[src/pkg/udsf_pkg.sv]
// constants, field layouts and carrier types of the device port register block
package udsf_pkg;

	// register word offsets (byte addresses)
	localparam int ADDR_W = 8;
	localparam logic [7:0] OFF_FRAME_NUMBER = 8'h00;
	localparam logic [7:0] OFF_GLOBAL_STATE = 8'h04;
	localparam logic [7:0] OFF_FUNC_ADDRESS = 8'h08;
	localparam logic [7:0] OFF_IRQ_ENABLE = 8'h10;
	localparam logic [7:0] OFF_IRQ_DISABLE = 8'h14;
	localparam logic [7:0] OFF_IRQ_MASK = 8'h18;
	localparam logic [7:0] OFF_IRQ_STATUS = 8'h1C;
	localparam logic [7:0] OFF_IRQ_CLEAR = 8'h20;
	localparam logic [7:0] OFF_EP_RESET = 8'h28;
	localparam logic [7:0] OFF_EP_CSR_BASE = 8'h30;
	localparam logic [7:0] OFF_EP_FIFO_BASE = 8'h50;
	localparam logic [7:0] OFF_XCVR_CTRL = 8'h74;
	localparam logic [7:0] EP_WINDOW = 8'h20;

	// field positions
	localparam int FRAME_IDX_W = 11;
	localparam int FRAME_ERR_BIT = 16;
	localparam int FRAME_GOOD_BIT = 17;
	localparam int ADDR_STATE_BIT = 0;
	localparam int CONFIG_BIT = 1;
	localparam int RESUME_BIT = 3;
	localparam int FUNCTION_ADDRESS_VALUE_W = 7;
	localparam int FEN_BIT = 8;

	// interrupt bit positions
	localparam int IRQ_W = 14;
	localparam int IRQ_EP_N = 6;
	localparam int IRQ_RXSUSP = 8;
	localparam int IRQ_RXRSM = 9;
	localparam int IRQ_EXTRSM = 10;
	localparam int IRQ_SOF = 11;
	localparam int IRQ_BUSRES = 12;
	localparam int IRQ_WAKEUP = 13;
	localparam logic [13:0] IRQ_USED = 14'h3F3F;
	localparam logic [13:0] IMR_RESET = 14'h1200;
	localparam logic [13:0] IMR_FIXED = 14'h1000;

	// reset values
	localparam logic [31:0] FUNC_ADDRESS_RESET = 32'h0000_0100;
	localparam logic [31:0] EP_RESET_RESET = 32'h0000_0000;
	localparam logic [31:0] XCVR_CTRL_RESET = 32'h0000_0100;
	localparam logic [1:0] RESP_OKAY = 2'h0;

	// start-of-frame events from the packet engine
	typedef struct packed {
		logic pid;
		logic eop;
		logic err;
		logic [10:0] count;
	} udsf_sof_evt_t;

	// forwarded endpoint register access
	typedef struct packed {
		logic valid;
		logic write;
		logic fifo;
		logic [3:0] num;
		logic [3:0] strb;
		logic [31:0] wdata;
	} udsf_ep_req_t;

	// byte enables widened to a bit mask
	function automatic logic [31:0] strb_mask(input logic [3:0] strb);
		strb_mask = {{8{strb[3]}}, {8{strb[2]}}, {8{strb[1]}}, {8{strb[0]}}};
	endfunction

	// merge a write into a stored word lane by lane
	function automatic logic [31:0] apply_strb(input logic [31:0] old, input logic [31:0] nw,
			input logic [3:0] strb);
		apply_strb = (old & ~strb_mask(strb)) | (nw & strb_mask(strb));
	endfunction

	// address inside an endpoint window
	function automatic logic in_ep_window(input logic [7:0] a, input logic [7:0] base);
		in_ep_window = (a >= base) && (a < 8'(base + EP_WINDOW));
	endfunction

	// endpoint number of a window address, first slot is endpoint 1
	function automatic logic [3:0] ep_number(input logic [7:0] a, input logic [7:0] base);
		logic [7:0] off;
		off = 8'(a - base);
		ep_number = {1'b0, off[4:2]} + 4'h1;
	endfunction

endpackage

[src/udsf_top.sv]
// device port registers: axi4-lite slave, frame capture, device state, interrupts
`timescale 1ns/100ps
module udsf_top (
	// clock and reset
	input wire logic clock,
	input wire logic rst,
	input wire logic ce,
	// axi4-lite write address
	input wire logic [7:0] s_axi_awaddr,
	input wire logic [2:0] s_axi_awprot,
	input wire logic s_axi_awvalid,
	output logic s_axi_awready,
	// axi4-lite write data
	input wire logic [31:0] s_axi_wdata,
	input wire logic [3:0] s_axi_wstrb,
	input wire logic s_axi_wvalid,
	output logic s_axi_wready,
	// axi4-lite write response
	output logic [1:0] s_axi_bresp,
	output logic s_axi_bvalid,
	input wire logic s_axi_bready,
	// axi4-lite read address
	input wire logic [7:0] s_axi_araddr,
	input wire logic [2:0] s_axi_arprot,
	input wire logic s_axi_arvalid,
	output logic s_axi_arready,
	// axi4-lite read data
	output logic [31:0] s_axi_rdata,
	output logic [1:0] s_axi_rresp,
	output logic s_axi_rvalid,
	input wire logic s_axi_rready,
	// events from the packet engine, same clock
	input wire udsf_pkg::udsf_sof_evt_t sof_evt,
	input wire logic bus_reset_end,
	input wire logic suspend_det,
	input wire logic resume_det,
	input wire logic ext_resume_det,
	input wire logic wakeup_det,
	input wire logic [5:0] ep_irq,
	// remote wake request pin, asynchronous
	input wire logic remote_wake_req,
	// endpoint register window
	output udsf_pkg::udsf_ep_req_t ep_req,
	input wire logic [31:0] ep_rdata,
	// device state
	output logic address_state_enable,
	output logic configured_state,
	output logic [6:0] function_address_value,
	output logic function_endpoint_enable,
	output logic [31:0] endpoint_reset,
	output logic [31:0] transceiver_control,
	output logic irq
);
	import udsf_pkg::*;

	typedef enum logic [1:0] {
		RD_IDLE,
		RD_LOCAL,
		RD_EP,
		RD_RESP
	} udsf_rd_state_t;

	// write channel state
	logic awready_q;
	logic aw_got_q;
	logic [7:0] awaddr_q;
	logic wready_q;
	logic w_got_q;
	logic [31:0] wdata_q;
	logic [3:0] wstrb_q;
	logic bvalid_q;

	// read channel state
	udsf_rd_state_t rd_state_q;
	logic arready_q;
	logic [7:0] araddr_q;
	logic [31:0] rdata_q;
	logic rvalid_q;

	// device state registers
	logic addr_state_q;
	logic config_q;
	logic [6:0] function_address_value_q;
	logic fen_q;
	logic [31:0] ep_reset_q;
	logic [31:0] xcvr_q;
	logic wake_meta_q;
	logic wake_sync_q;
	udsf_ep_req_t ep_req_q;

	// submodule outputs
	logic [10:0] frame_index;
	logic frame_error_flag;
	logic frame_good_flag;
	logic [13:0] irq_status;
	logic [13:0] irq_mask;
	logic irq_line;

	// handshakes
	logic aw_hs;
	logic w_hs;
	logic b_hs;
	logic ar_hs;
	logic r_hs;
	logic wr_go;
	assign aw_hs = s_axi_awvalid & awready_q;
	assign w_hs = s_axi_wvalid & wready_q;
	assign b_hs = bvalid_q & s_axi_bready;
	assign ar_hs = s_axi_arvalid & arready_q;
	assign r_hs = rvalid_q & s_axi_rready;
	assign wr_go = aw_got_q & w_got_q & ~bvalid_q;

	// write decode on the word address
	logic [7:0] wa;
	logic [31:0] wd_eff;
	logic wr_gs;
	logic wr_fa;
	logic wr_ien;
	logic wr_idis;
	logic wr_iclr;
	logic wr_eprst;
	logic wr_xcvr;
	logic wr_csr;
	logic wr_fifo;
	logic wr_ep;
	assign wa = {awaddr_q[7:2], 2'h0};
	assign wd_eff = wdata_q & strb_mask(wstrb_q);
	assign wr_gs = wr_go & (wa == OFF_GLOBAL_STATE);
	assign wr_fa = wr_go & (wa == OFF_FUNC_ADDRESS);
	assign wr_ien = wr_go & (wa == OFF_IRQ_ENABLE);
	assign wr_idis = wr_go & (wa == OFF_IRQ_DISABLE);
	assign wr_iclr = wr_go & (wa == OFF_IRQ_CLEAR);
	assign wr_eprst = wr_go & (wa == OFF_EP_RESET);
	assign wr_xcvr = wr_go & (wa == OFF_XCVR_CTRL);
	assign wr_csr = in_ep_window(wa, OFF_EP_CSR_BASE);
	assign wr_fifo = in_ep_window(wa, OFF_EP_FIFO_BASE);
	assign wr_ep = wr_go & (wr_csr | wr_fifo);

	// read decode on the latched word address
	logic [7:0] ra;
	logic rd_csr;
	logic rd_fifo;
	logic rd_ep;
	logic [31:0] frame_word;
	logic [31:0] gstate_word;
	logic [31:0] faddr_word;
	logic [31:0] rd_val;
	assign ra = {araddr_q[7:2], 2'h0};
	assign rd_csr = in_ep_window(ra, OFF_EP_CSR_BASE);
	assign rd_fifo = in_ep_window(ra, OFF_EP_FIFO_BASE);
	assign rd_ep = rd_csr | rd_fifo;

	// read words, unassigned bits are zero
	assign frame_word = 32'(frame_index)
		| (32'(frame_error_flag) << FRAME_ERR_BIT)
		| (32'(frame_good_flag) << FRAME_GOOD_BIT);
	assign gstate_word = (32'(addr_state_q) << ADDR_STATE_BIT)
		| (32'(config_q) << CONFIG_BIT)
		| (32'(wake_sync_q) << RESUME_BIT);
	assign faddr_word = 32'(function_address_value_q) | (32'(fen_q) << FEN_BIT);

	// write-only and reserved offsets read as zero
	assign rd_val = (ra == OFF_FRAME_NUMBER) ? frame_word :
		(ra == OFF_GLOBAL_STATE) ? gstate_word :
		(ra == OFF_FUNC_ADDRESS) ? faddr_word :
		(ra == OFF_IRQ_MASK) ? 32'(irq_mask) :
		(ra == OFF_IRQ_STATUS) ? 32'(irq_status) :
		(ra == OFF_EP_RESET) ? ep_reset_q :
		(ra == OFF_XCVR_CTRL) ? xcvr_q :
		32'h0000_0000;

	// interrupt sources, frame bit taken at the identifier
	logic [13:0] evt;
	assign evt = {wakeup_det, bus_reset_end, sof_evt.pid, ext_resume_det,
		resume_det, suspend_det, 2'h0, ep_irq};

	// write-address channel, held until the response is taken
	always_ff @(posedge clock) begin
		if (rst) begin
			awready_q <= 1'b1;
			aw_got_q <= 1'b0;
			awaddr_q <= 8'h00;
		end else if (ce) begin
			if (aw_hs) begin
				awaddr_q <= s_axi_awaddr;
				aw_got_q <= 1'b1;
				awready_q <= 1'b0;
			end else if (b_hs) begin
				aw_got_q <= 1'b0;
				awready_q <= 1'b1;
			end
		end
	end

	// write-data channel, either order against the address
	always_ff @(posedge clock) begin
		if (rst) begin
			wready_q <= 1'b1;
			w_got_q <= 1'b0;
			wdata_q <= 32'h0000_0000;
			wstrb_q <= 4'h0;
		end else if (ce) begin
			if (w_hs) begin
				wdata_q <= s_axi_wdata;
				wstrb_q <= s_axi_wstrb;
				w_got_q <= 1'b1;
				wready_q <= 1'b0;
			end else if (b_hs) begin
				w_got_q <= 1'b0;
				wready_q <= 1'b1;
			end
		end
	end

	// response one cycle after both halves are in
	always_ff @(posedge clock) begin
		if (rst) begin
			bvalid_q <= 1'b0;
		end else if (ce) begin
			if (wr_go) begin
				bvalid_q <= 1'b1;
			end else if (b_hs) begin
				bvalid_q <= 1'b0;
			end
		end
	end

	// read sequencer; endpoint read waits out an endpoint write
	always_ff @(posedge clock) begin
		if (rst) begin
			rd_state_q <= RD_IDLE;
			arready_q <= 1'b1;
			araddr_q <= 8'h00;
			rdata_q <= 32'h0000_0000;
			rvalid_q <= 1'b0;
		end else if (ce) begin
			case (rd_state_q)
				RD_IDLE: begin
					if (ar_hs) begin
						araddr_q <= s_axi_araddr;
						arready_q <= 1'b0;
						rd_state_q <= RD_LOCAL;
					end
				end
				RD_LOCAL: begin
					if (rd_ep) begin
						if (!wr_ep) begin
							rd_state_q <= RD_EP;
						end
					end else begin
						rdata_q <= rd_val;
						rvalid_q <= 1'b1;
						rd_state_q <= RD_RESP;
					end
				end
				RD_EP: begin
					rdata_q <= ep_rdata;
					rvalid_q <= 1'b1;
					rd_state_q <= RD_RESP;
				end
				RD_RESP: begin
					if (r_hs) begin
						rvalid_q <= 1'b0;
						arready_q <= 1'b1;
						rd_state_q <= RD_IDLE;
					end
				end
				default: begin
					rd_state_q <= RD_IDLE;
				end
			endcase
		end
	end

	// endpoint access pulse, one cycle per transfer
	always_ff @(posedge clock) begin
		if (rst) begin
			ep_req_q <= '0;
		end else if (ce) begin
			ep_req_q.valid <= wr_ep | (rd_state_q == RD_LOCAL && rd_ep && !wr_ep);
			if (wr_ep) begin
				ep_req_q.write <= 1'b1;
				ep_req_q.fifo <= wr_fifo;
				ep_req_q.num <= ep_number(wa, wr_fifo ? OFF_EP_FIFO_BASE : OFF_EP_CSR_BASE);
				ep_req_q.strb <= wstrb_q;
				ep_req_q.wdata <= wdata_q;
			end else if (rd_state_q == RD_LOCAL && rd_ep) begin
				ep_req_q.write <= 1'b0;
				ep_req_q.fifo <= rd_fifo;
				ep_req_q.num <= ep_number(ra, rd_fifo ? OFF_EP_FIFO_BASE : OFF_EP_CSR_BASE);
				ep_req_q.strb <= 4'h0;
				ep_req_q.wdata <= 32'h0000_0000;
			end
		end
	end

	// device state; a bus reset takes the device back to default
	always_ff @(posedge clock) begin
		if (rst) begin
			addr_state_q <= 1'b0;
			config_q <= 1'b0;
		end else if (ce) begin
			if (bus_reset_end) begin
				addr_state_q <= 1'b0;
				config_q <= 1'b0;
			end else if (wr_gs) begin
				if (wd_eff[ADDR_STATE_BIT]) begin
					addr_state_q <= 1'b1;
				end
				if (wstrb_q[0]) begin
					config_q <= wdata_q[CONFIG_BIT];
				end
			end
		end
	end

	// function address and enable
	always_ff @(posedge clock) begin
		if (rst) begin
			function_address_value_q <= FUNC_ADDRESS_RESET[6:0];
			fen_q <= FUNC_ADDRESS_RESET[FEN_BIT];
		end else if (ce) begin
			if (bus_reset_end) begin
				function_address_value_q <= FUNC_ADDRESS_RESET[6:0];
			end else if (wr_fa) begin
				if (wstrb_q[0]) begin
					function_address_value_q <= wdata_q[FUNCTION_ADDRESS_VALUE_W-1:0];
				end
				if (wstrb_q[1]) begin
					fen_q <= wdata_q[FEN_BIT];
				end
			end
		end
	end

	// plain storage words
	always_ff @(posedge clock) begin
		if (rst) begin
			ep_reset_q <= EP_RESET_RESET;
			xcvr_q <= XCVR_CTRL_RESET;
		end else if (ce) begin
			if (wr_eprst) begin
				ep_reset_q <= apply_strb(ep_reset_q, wdata_q, wstrb_q);
			end
			if (wr_xcvr) begin
				xcvr_q <= apply_strb(xcvr_q, wdata_q, wstrb_q);
			end
		end
	end

	// pin synchroniser; only the second stage is read
	always_ff @(posedge clock) begin
		if (rst) begin
			wake_meta_q <= 1'b0;
			wake_sync_q <= 1'b0;
		end else if (ce) begin
			wake_meta_q <= remote_wake_req;
			wake_sync_q <= wake_meta_q;
		end
	end

	udsf_sof_capture u_sof (
		.clock(clock),
		.rst(rst),
		.ce(ce),
		.sof_evt(sof_evt),
		.frame_index(frame_index),
		.frame_error_flag(frame_error_flag),
		.frame_good_flag(frame_good_flag)
	);

	udsf_irq_ctrl u_irq (
		.clock(clock),
		.rst(rst),
		.ce(ce),
		.evt(evt),
		.bus_reset_end(bus_reset_end),
		.set_en(wr_ien ? wd_eff[13:0] : 14'h0000),
		.set_dis(wr_idis ? wd_eff[13:0] : 14'h0000),
		.clr(wr_iclr ? wd_eff[13:0] : 14'h0000),
		.status(irq_status),
		.mask(irq_mask),
		.irq(irq_line)
	);

	// outputs straight from registers, both responses tied to OKAY
	assign s_axi_awready = awready_q;
	assign s_axi_wready = wready_q;
	assign s_axi_bresp = RESP_OKAY;
	assign s_axi_bvalid = bvalid_q;
	assign s_axi_arready = arready_q;
	assign s_axi_rdata = rdata_q;
	assign s_axi_rresp = RESP_OKAY;
	assign s_axi_rvalid = rvalid_q;
	assign ep_req = ep_req_q;
	assign address_state_enable = addr_state_q;
	assign configured_state = config_q;
	assign function_address_value = function_address_value_q;
	assign function_endpoint_enable = fen_q;
	assign endpoint_reset = ep_reset_q;
	assign transceiver_control = xcvr_q;
	assign irq = irq_line;
endmodule

[src/udsf_sof_capture.sv]
// start-of-frame index capture with error and good flags
`timescale 1ns/100ps
module udsf_sof_capture (
	// clock and reset
	input wire logic clock,
	input wire logic rst,
	input wire logic ce,
	// frame events
	input wire udsf_pkg::udsf_sof_evt_t sof_evt,
	// captured state
	output logic [10:0] frame_index,
	output logic frame_error_flag,
	output logic frame_good_flag
);
	import udsf_pkg::*;

	logic [10:0] idx_q;
	logic err_q;
	logic good_q;

	// flags drop on the identifier, the end of packet sets them; set wins
	always_ff @(posedge clock) begin
		if (rst) begin
			idx_q <= 11'h000;
			err_q <= 1'b0;
			good_q <= 1'b0;
		end else if (ce) begin
			if (sof_evt.eop) begin
				idx_q <= sof_evt.count;
			end
			if (sof_evt.eop && sof_evt.err) begin
				err_q <= 1'b1;
			end else if (sof_evt.pid) begin
				err_q <= 1'b0;
			end
			if (sof_evt.eop && !sof_evt.err) begin
				good_q <= 1'b1;
			end else if (sof_evt.pid) begin
				good_q <= 1'b0;
			end
		end
	end

	assign frame_index = idx_q;
	assign frame_error_flag = err_q;
	assign frame_good_flag = good_q;
endmodule

[src/udsf_irq_ctrl.sv]
// sticky interrupt status, mask and one irq line
`timescale 1ns/100ps
module udsf_irq_ctrl (
	// clock and reset
	input wire logic clock,
	input wire logic rst,
	input wire logic ce,
	// events and bus reset end
	input wire logic [13:0] evt,
	input wire logic bus_reset_end,
	// software writes, one-hot per bit
	input wire logic [13:0] set_en,
	input wire logic [13:0] set_dis,
	input wire logic [13:0] clr,
	// state
	output logic [13:0] status,
	output logic [13:0] mask,
	output logic irq
);
	import udsf_pkg::*;

	logic [13:0] status_q;
	logic [13:0] mask_q;
	logic irq_q;
	logic [13:0] status_d;
	logic [13:0] mask_d;

	// an event in the clearing cycle survives the clear
	assign status_d = ((status_q & ~clr) | evt) & IRQ_USED;
	// bus reset end puts the mask back to its reset layout
	assign mask_d = bus_reset_end ? IMR_RESET : ((mask_q | set_en) & ~set_dis & IRQ_USED);

	// status resets to zero though software must not count on it
	always_ff @(posedge clock) begin
		if (rst) begin
			status_q <= 14'h0000;
			mask_q <= IMR_RESET;
			irq_q <= 1'b0;
		end else if (ce) begin
			status_q <= status_d;
			mask_q <= mask_d;
			irq_q <= |(status_d & (mask_d | IMR_FIXED));
		end
	end

	assign status = status_q;
	assign mask = mask_q | IMR_FIXED;
	assign irq = irq_q;
endmodule

[config.mk]
export PLATFORM = sky130hd
export DESIGN_NAME = udsf_top
export DESIGN_NICKNAME = d
export VERILOG_FILES = /design/src/pkg/udsf_pkg.sv /design/src/udsf_top.sv /design/src/udsf_sof_capture.sv /design/src/udsf_irq_ctrl.sv
export SDC_FILE = /design/constraint.sdc
export NUM_CORES = 1
export LEC_CHECK = 0
export ABC_AREA = 0
export ABC_CLOCK_PERIOD_IN_PS = 3400
export BUFFER_PORTS_ARGS = -buffer_cell sky130_fd_sc_hd__clkbuf_2
export CAP_MARGIN = 40
export CORE_AREA = 2 2 157 128
export CTS_CLUSTER_DIAMETER = 50
export CTS_CLUSTER_SIZE = 16
export DETAILED_ROUTE_END_ITERATION = 10
export DIE_AREA = 0 0 159 130
export PLACE_DENSITY_LB_ADDON = 0.12
export SLEW_MARGIN = 0
export SYNTH_ARGS = -nofsm -noshare
export SYNTH_HDL_FRONTEND = slang
export SYNTH_SLANG_ARGS = --single-unit
[constraint.sdc]
create_clock -name clock -period 3.4 [get_ports clock]
set_input_delay 0.34 -clock clock [delete_from_list [all_inputs] [get_ports clock]]
set_output_delay 0.34 -clock clock [all_outputs]
set_load 0.01 [all_outputs]
# Word-level counts from Yosys, hierarchy flattened
# Cells that the tools add are included.
# totals
register_bits	252
output_inout_bits	159
# classes
add_sub_neg	4
order_cmp	8
n_eq_ne	20
muxes	45
bitwise	38
n_reduce_logical	46
# ops
cell	n
two-way mux 32 bit	8
bitwise AND 32 bit	3
two-way mux 42 bit	2
bitwise OR 32 bit	2
case mux 32 bit (2 select lines)	1
two-way mux 14 bit	4
bitwise AND 14 bit	3
less-than comparator 8 x 7 -> 1 bit, second input constant	4
inverter 32 bit	1
inverter 14 bit	2
bitwise OR 14 bit	2
equality test 6 x 3 -> 1 bit, second input constant	4
nonzero test 2 bit	12
AND reduction 2 bit	11
two-way mux 7 bit	3
two-way mux 1 bit	20
equality test 6 x 4 -> 1 bit, second input constant	3
bitwise OR 17 x 18 -> 18 bit	1
bitwise OR 11 x 17 -> 17 bit	1
>= comparator 8 x 6 -> 1 bit, second input constant	2
>= comparator 8 x 7 -> 1 bit, second input constant	2
AND reduction 4 bit	4
bitwise AND 1 bit	15
AND reduction 3 bit	5
24 further kinds	46

# Longest topological paths before layout
# logic_depth
depth_word	10
mapped_depth	10

# Hierarchy
# A second synthesis with hierarchy kept.
# unflattened
cells_unflattened	1337
hier_area_um2	10989.3
# modules_own_cells
mod	instances	cells_each	area_per_inst_um2	seq_area_each_um2
udsf_top	1	1133	9167.5	4164.0
udsf_irq_ctrl	1	146	1212.4	480.5
udsf_sof_capture	1	58	609.3	260.2

# Least setup slack after synthesis
# Ideal clock, no wire load.
# synth_path
kind	reg-to-reg
start	register bvalid_q (netlist: s_axi_bvalid)
end	register ep_req_q (netlist bit ep_req[38])
setup_ps	128
t_arrival_ps	1829
path_slack_ps	1443
path_stages_with_launch	9
cell_sequence	dfxtp_1 and4bb_1 o21a_1 buf_2 mux2_2 ha_1 xor2_1 mux2i_1 nor2_1
# synth_between
elab_chain_len	5
elab_cells_between_ends	6
classes_between	1 x mux; 3 x bitwise; 2 x reduce/logical
# synth_lines
element	line_no	text
from (decl)	udsf_top.sv:71	logic bvalid_q;
from (signal assigned)	udsf_top.sv:218	bvalid_q <= 1'b0;
from (signal assigned)	udsf_top.sv:221	bvalid_q <= 1'b1;
from (signal assigned)	udsf_top.sv:223	bvalid_q <= 1'b0;
inverter 1 bit *	udsf_top.sv:111	assign wr_go = aw_got_q & w_got_q & ~bvalid_q;
bitwise AND 1 bit *	udsf_top.sv:111	
bitwise AND 1 bit *	udsf_top.sv:137	assign wr_ep = wr_go & (wr_csr | wr_fifo);
nonzero test 2 bit (no source line)	n/a	
AND reduction 2 bit (no source line)	n/a	
to (decl)	udsf_top.sv:89	udsf_ep_req_t ep_req_q;
# Mark *: on every way between the ends. The rest lies on a longest branch, timed or not.
# A chain may end at the register's enable or synchronous reset.

# Final worst setup path
# layout_path
start	register bvalid_q (netlist: s_axi_bvalid)
end	register u_irq.irq_q (netlist: u_irq.irq)
# layout_between
elab_chain_len	9
elab_cells_between_ends	17
classes_between	4 x mux; 12 x bitwise; 1 x reduce/logical
# layout_lines
element	line_no	text
inverter 1 bit *	udsf_top.sv:111	
bitwise AND 1 bit *	udsf_top.sv:111	
bitwise AND 1 bit (on tied branches)	udsf_top.sv:130, udsf_top.sv:131, udsf_top.sv:132	
two-way mux 14 bit (on tied branches)	udsf_top.sv:378, udsf_top.sv:379, udsf_top.sv:380	
bitwise OR 14 bit (tied with other cells)	udsf_irq_ctrl.sv:31	assign mask_d = bus_reset_end ? IMR_RESET : ((mask_q | set_en) & ~set_dis & IRQ_USED);
bitwise AND 14 bit (on tied branches)	udsf_irq_ctrl.sv:31, udsf_irq_ctrl.sv:29	
two-way mux 14 bit or bitwise OR 14 bit (tied branches)	udsf_irq_ctrl.sv:31, udsf_irq_ctrl.sv:29	
bitwise AND 14 bit *	udsf_irq_ctrl.sv:42	irq_q <= |(status_d & (mask_d | IMR_FIXED));
OR reduction 14 bit *	udsf_irq_ctrl.sv:42	
to (signal assigned)	udsf_irq_ctrl.sv:42	
to (decl)	udsf_irq_ctrl.sv:24	logic irq_q;
# Marks and branches as above.

==> results.cfg <==
[placement]
pre_cts_ws_ns = 0.855
place.detailed.hpwl_um = 24600
dp.cells = 1794
gp_congestion = 0.937
portBuffers = 268

[worst_setup_path]
critical_path_class = reg2reg
reg2reg_depth = 6
cp-end-kind = register
cp-start-kind = register
critPathRequiredTime_ns = 3.84
cp_data_arrival_time_ns = 3.09
startpoint = s_axi_bvalid
crit_path_max_fanout = 15
r2r_start = s_axi_bvalid

[clock_network]
clock-root-buffer = clkbuf_16
cts_sinks = 245
holdBufCountCts = 0
htreeDepth = 1
cts_tree = done
cts_made_buffers = 24
post_cts_buffers = 0
insertion_delay_ns = 0.53
cts_resized = 0
clock_path_buffers = 3
clkTransAtPathRegs_ns = 0.07

[grt]
antenna_found_initial = 2
grt_max_degree = 113
grtUsageTotal_pct = 32.1
overflow = 0
grt_pass1_wl_um = 53200
grt_pass1_vias = 9531

[detailed_routing]
viasPerCell = 5.88
drt-total-wl_um = 34800
ant_nets = 0
drtPass1Iterations = 6
wl_per_cell_um = 18.9
num_vias = 10800
drc = 0
first_iter_violations = 1195

[synthesis]
synth_adder_area_share_pct = 0.703
synth_area_um2 = 10700
ys.flop_type = dfxtp_1
synth_top_area_cell = dfxtp_1
ys_async_sr_fraction_pct = 0
synth-simple-area-share_pct = 22.6
ys_top_cells_by_area = dfxtp_1, nand2_1, a21oi_1, a22oi_1, nor2_1
synth-xor-area-share_pct = 0.164
synth_cell_types = 68
yosys_warnings = 0
synth_seq_cells = 245
synth-compound-area-share_pct = 23.4
seq_area_frac_synth_pct = 45.9
synth_top_area_share_pct = 45.9
synthCells = 1340
muxShareOfSynthArea_pct = 1.98
synth_top_family_by_area = compound AO/OA/AOI/OAI gates
syn_avg_cell_area_um2 = 7.97
synth_edf_count = 0

[sta]
finalWorstSetupSlack_ns = 0.754
finalCritPeriodShare_pct = 77.8
holdWs_ns = 0.0266
hold_viol = 0
slew_violations = 0
fin_setup_tns_ns = 0
max_slew_margin_pct = 37.6
max_freq_mhz = 378
finalSetupViolCount = 0
fin_skew_ns = 0.0161
fin_crit_ns = 2.65
worst_slew_pin_slew_ns = 0.934
grt_setup_unrepaired = no

[power]
leakage_nw = 5.05
powerDensity_nw_per_um2 = 495
total_power_mw = 6.39
vdd_drop_max_mv = 0.377

[floorplanning]
std_cell_rows = 46
io-pin-count = 283
core_area_um2 = 19300
die_w_um = 159
die_y_um = 130
initial_core_util_pct = 55.2
die_area_um2 = 20700

[cells_and_area]
fillers = 1737
drive_gt1_share_pct = 22.8
multi_input_area_um2 = 5250
seqCellArea_um2 = 4900
syn_to_final_growth_pct = 21.0
instances_no_fill = 1835
antennaDiodeCount = 0
fin_nets = 1686

[status]
status = finished clean

[hold_path]
holdPathStages = 3
min_from = s_axi_wdata[18]
holdCritPathClass = in2reg

[run]
maxCapViolations = 0
## worst paths after layout
kind,end,slack (ns)
min reg2reg,u_sof.frame_index[2],0.46
max,u_irq.irq,0.75
max reg2reg,u_irq.irq,0.75
min,wdata_q[18],0.03
## final cells by class
| class | count | share of cell area, % |
|---|---|---|
| timing repair buffer | 298 | 12.4 |
| multi-input combinational | 971 | 40.6 |
| sequential | 245 | 38.0 |
| clock buffer | 27 | 4.98 |
| inverter | 16 | 0.465 |
| tap | 264 | 2.56 |
| clock inverter | 14 | 1.07 |
## Yosys cell counts (5+ instances only)
cell type / instances
clkbuf_1: 67
nand3_1: 47
nand2b_1: 16
and2_1: 16
a22oi_1: 69
nand2_1: 292
buf_2: 28
o211ai_1: 16
a21oi_1: 177
nand3b_1: 5
a2111oi_0: 5
ha_1: 6
mux2i_1: 20
nor2_1: 111
buf_4: 7
nor3_1: 8
o21bai_1: 5
a221oi_1: 18
a31oi_1: 8
a211oi_1: 11
o21ai_0: 49
dfxtp_1: 245
nand4_1: 9
and3_1: 5
inv_1: 15
buf_1: 7
## where the power goes
| group | total [mW] | switching [mW] | internal, mW |
|---|---|---|---|
| logic | 0.643 | 0.398 | 0.245 |
| clock network | 2.69 | 1.21 | 1.47 |
| registers | 3.06 | 0.106 | 2.96 |
| total | 6.39 | 1.72 | 4.68 |
## per-stage QoR
stage               instance area (µm²)  util, %
CTS                               12900     66.8
floorplan                         10700        -
global placement                  12100     62.7
global route                      12900     66.8
detailed placement                12100     62.8
finish                            12900     66.8
## routing by layer
metal | share of wire, % | routed length [µm] | up-vias | GRT usage, %
li1 | - | - | 5132 | -
met3 | 12 | 4170 | 54 | 9.28
met4 | 1.9 | 659 | 0 | 7.54
met1 | 44 | 15400 | 5060 | 46.9
met5 | 0 | 0 | - | 0
met2 | 42 | 14500 | 539 | 46.9
## cells in the final DEF, fill, tap and decap left out, types with 9 or more instances in the layout
cell type / n
a22oi_1: 69
nand2_1: 292
mux2i_1: 20
a221oi_1: 18
a211oi_1: 11
nor2_1: 109
nand3_1: 47
clkbuf_2: 267
nand4_1: 9
and2_1: 16
o211ai_1: 16
inv_1: 15
nand2b_1: 16
buf_4: 28
clkbuf_16: 25
o21ai_0: 49
a21oi_1: 177
dfxtp_1: 245
## worst max-delay path, cell delays in order, from the launching register on
cell and delay (ns):
dfxtp_1 0.37, and4bb_1 0.64, and2_1 0.45, a41oi_1 0.17
a311oi_1 0.49, a221oi_1 0.18, a41oi_1 0.26
## logic make-up (layout without fill, tap and decap cells)
logic type | after synthesis | count (layout)
other | 1 | 4
DFF | 245 | 245
muxes | 21 | 21
adders and majority gates | 6 | 6
xor gates and xnor gates | 2 | 2
and+or+nand+nor | 542 | 542
AOI/OAI and AO/OA | 396 | 396
buffers and inverters | 127 | 355
Note: power is estimated with default switching activity, not from simulation.
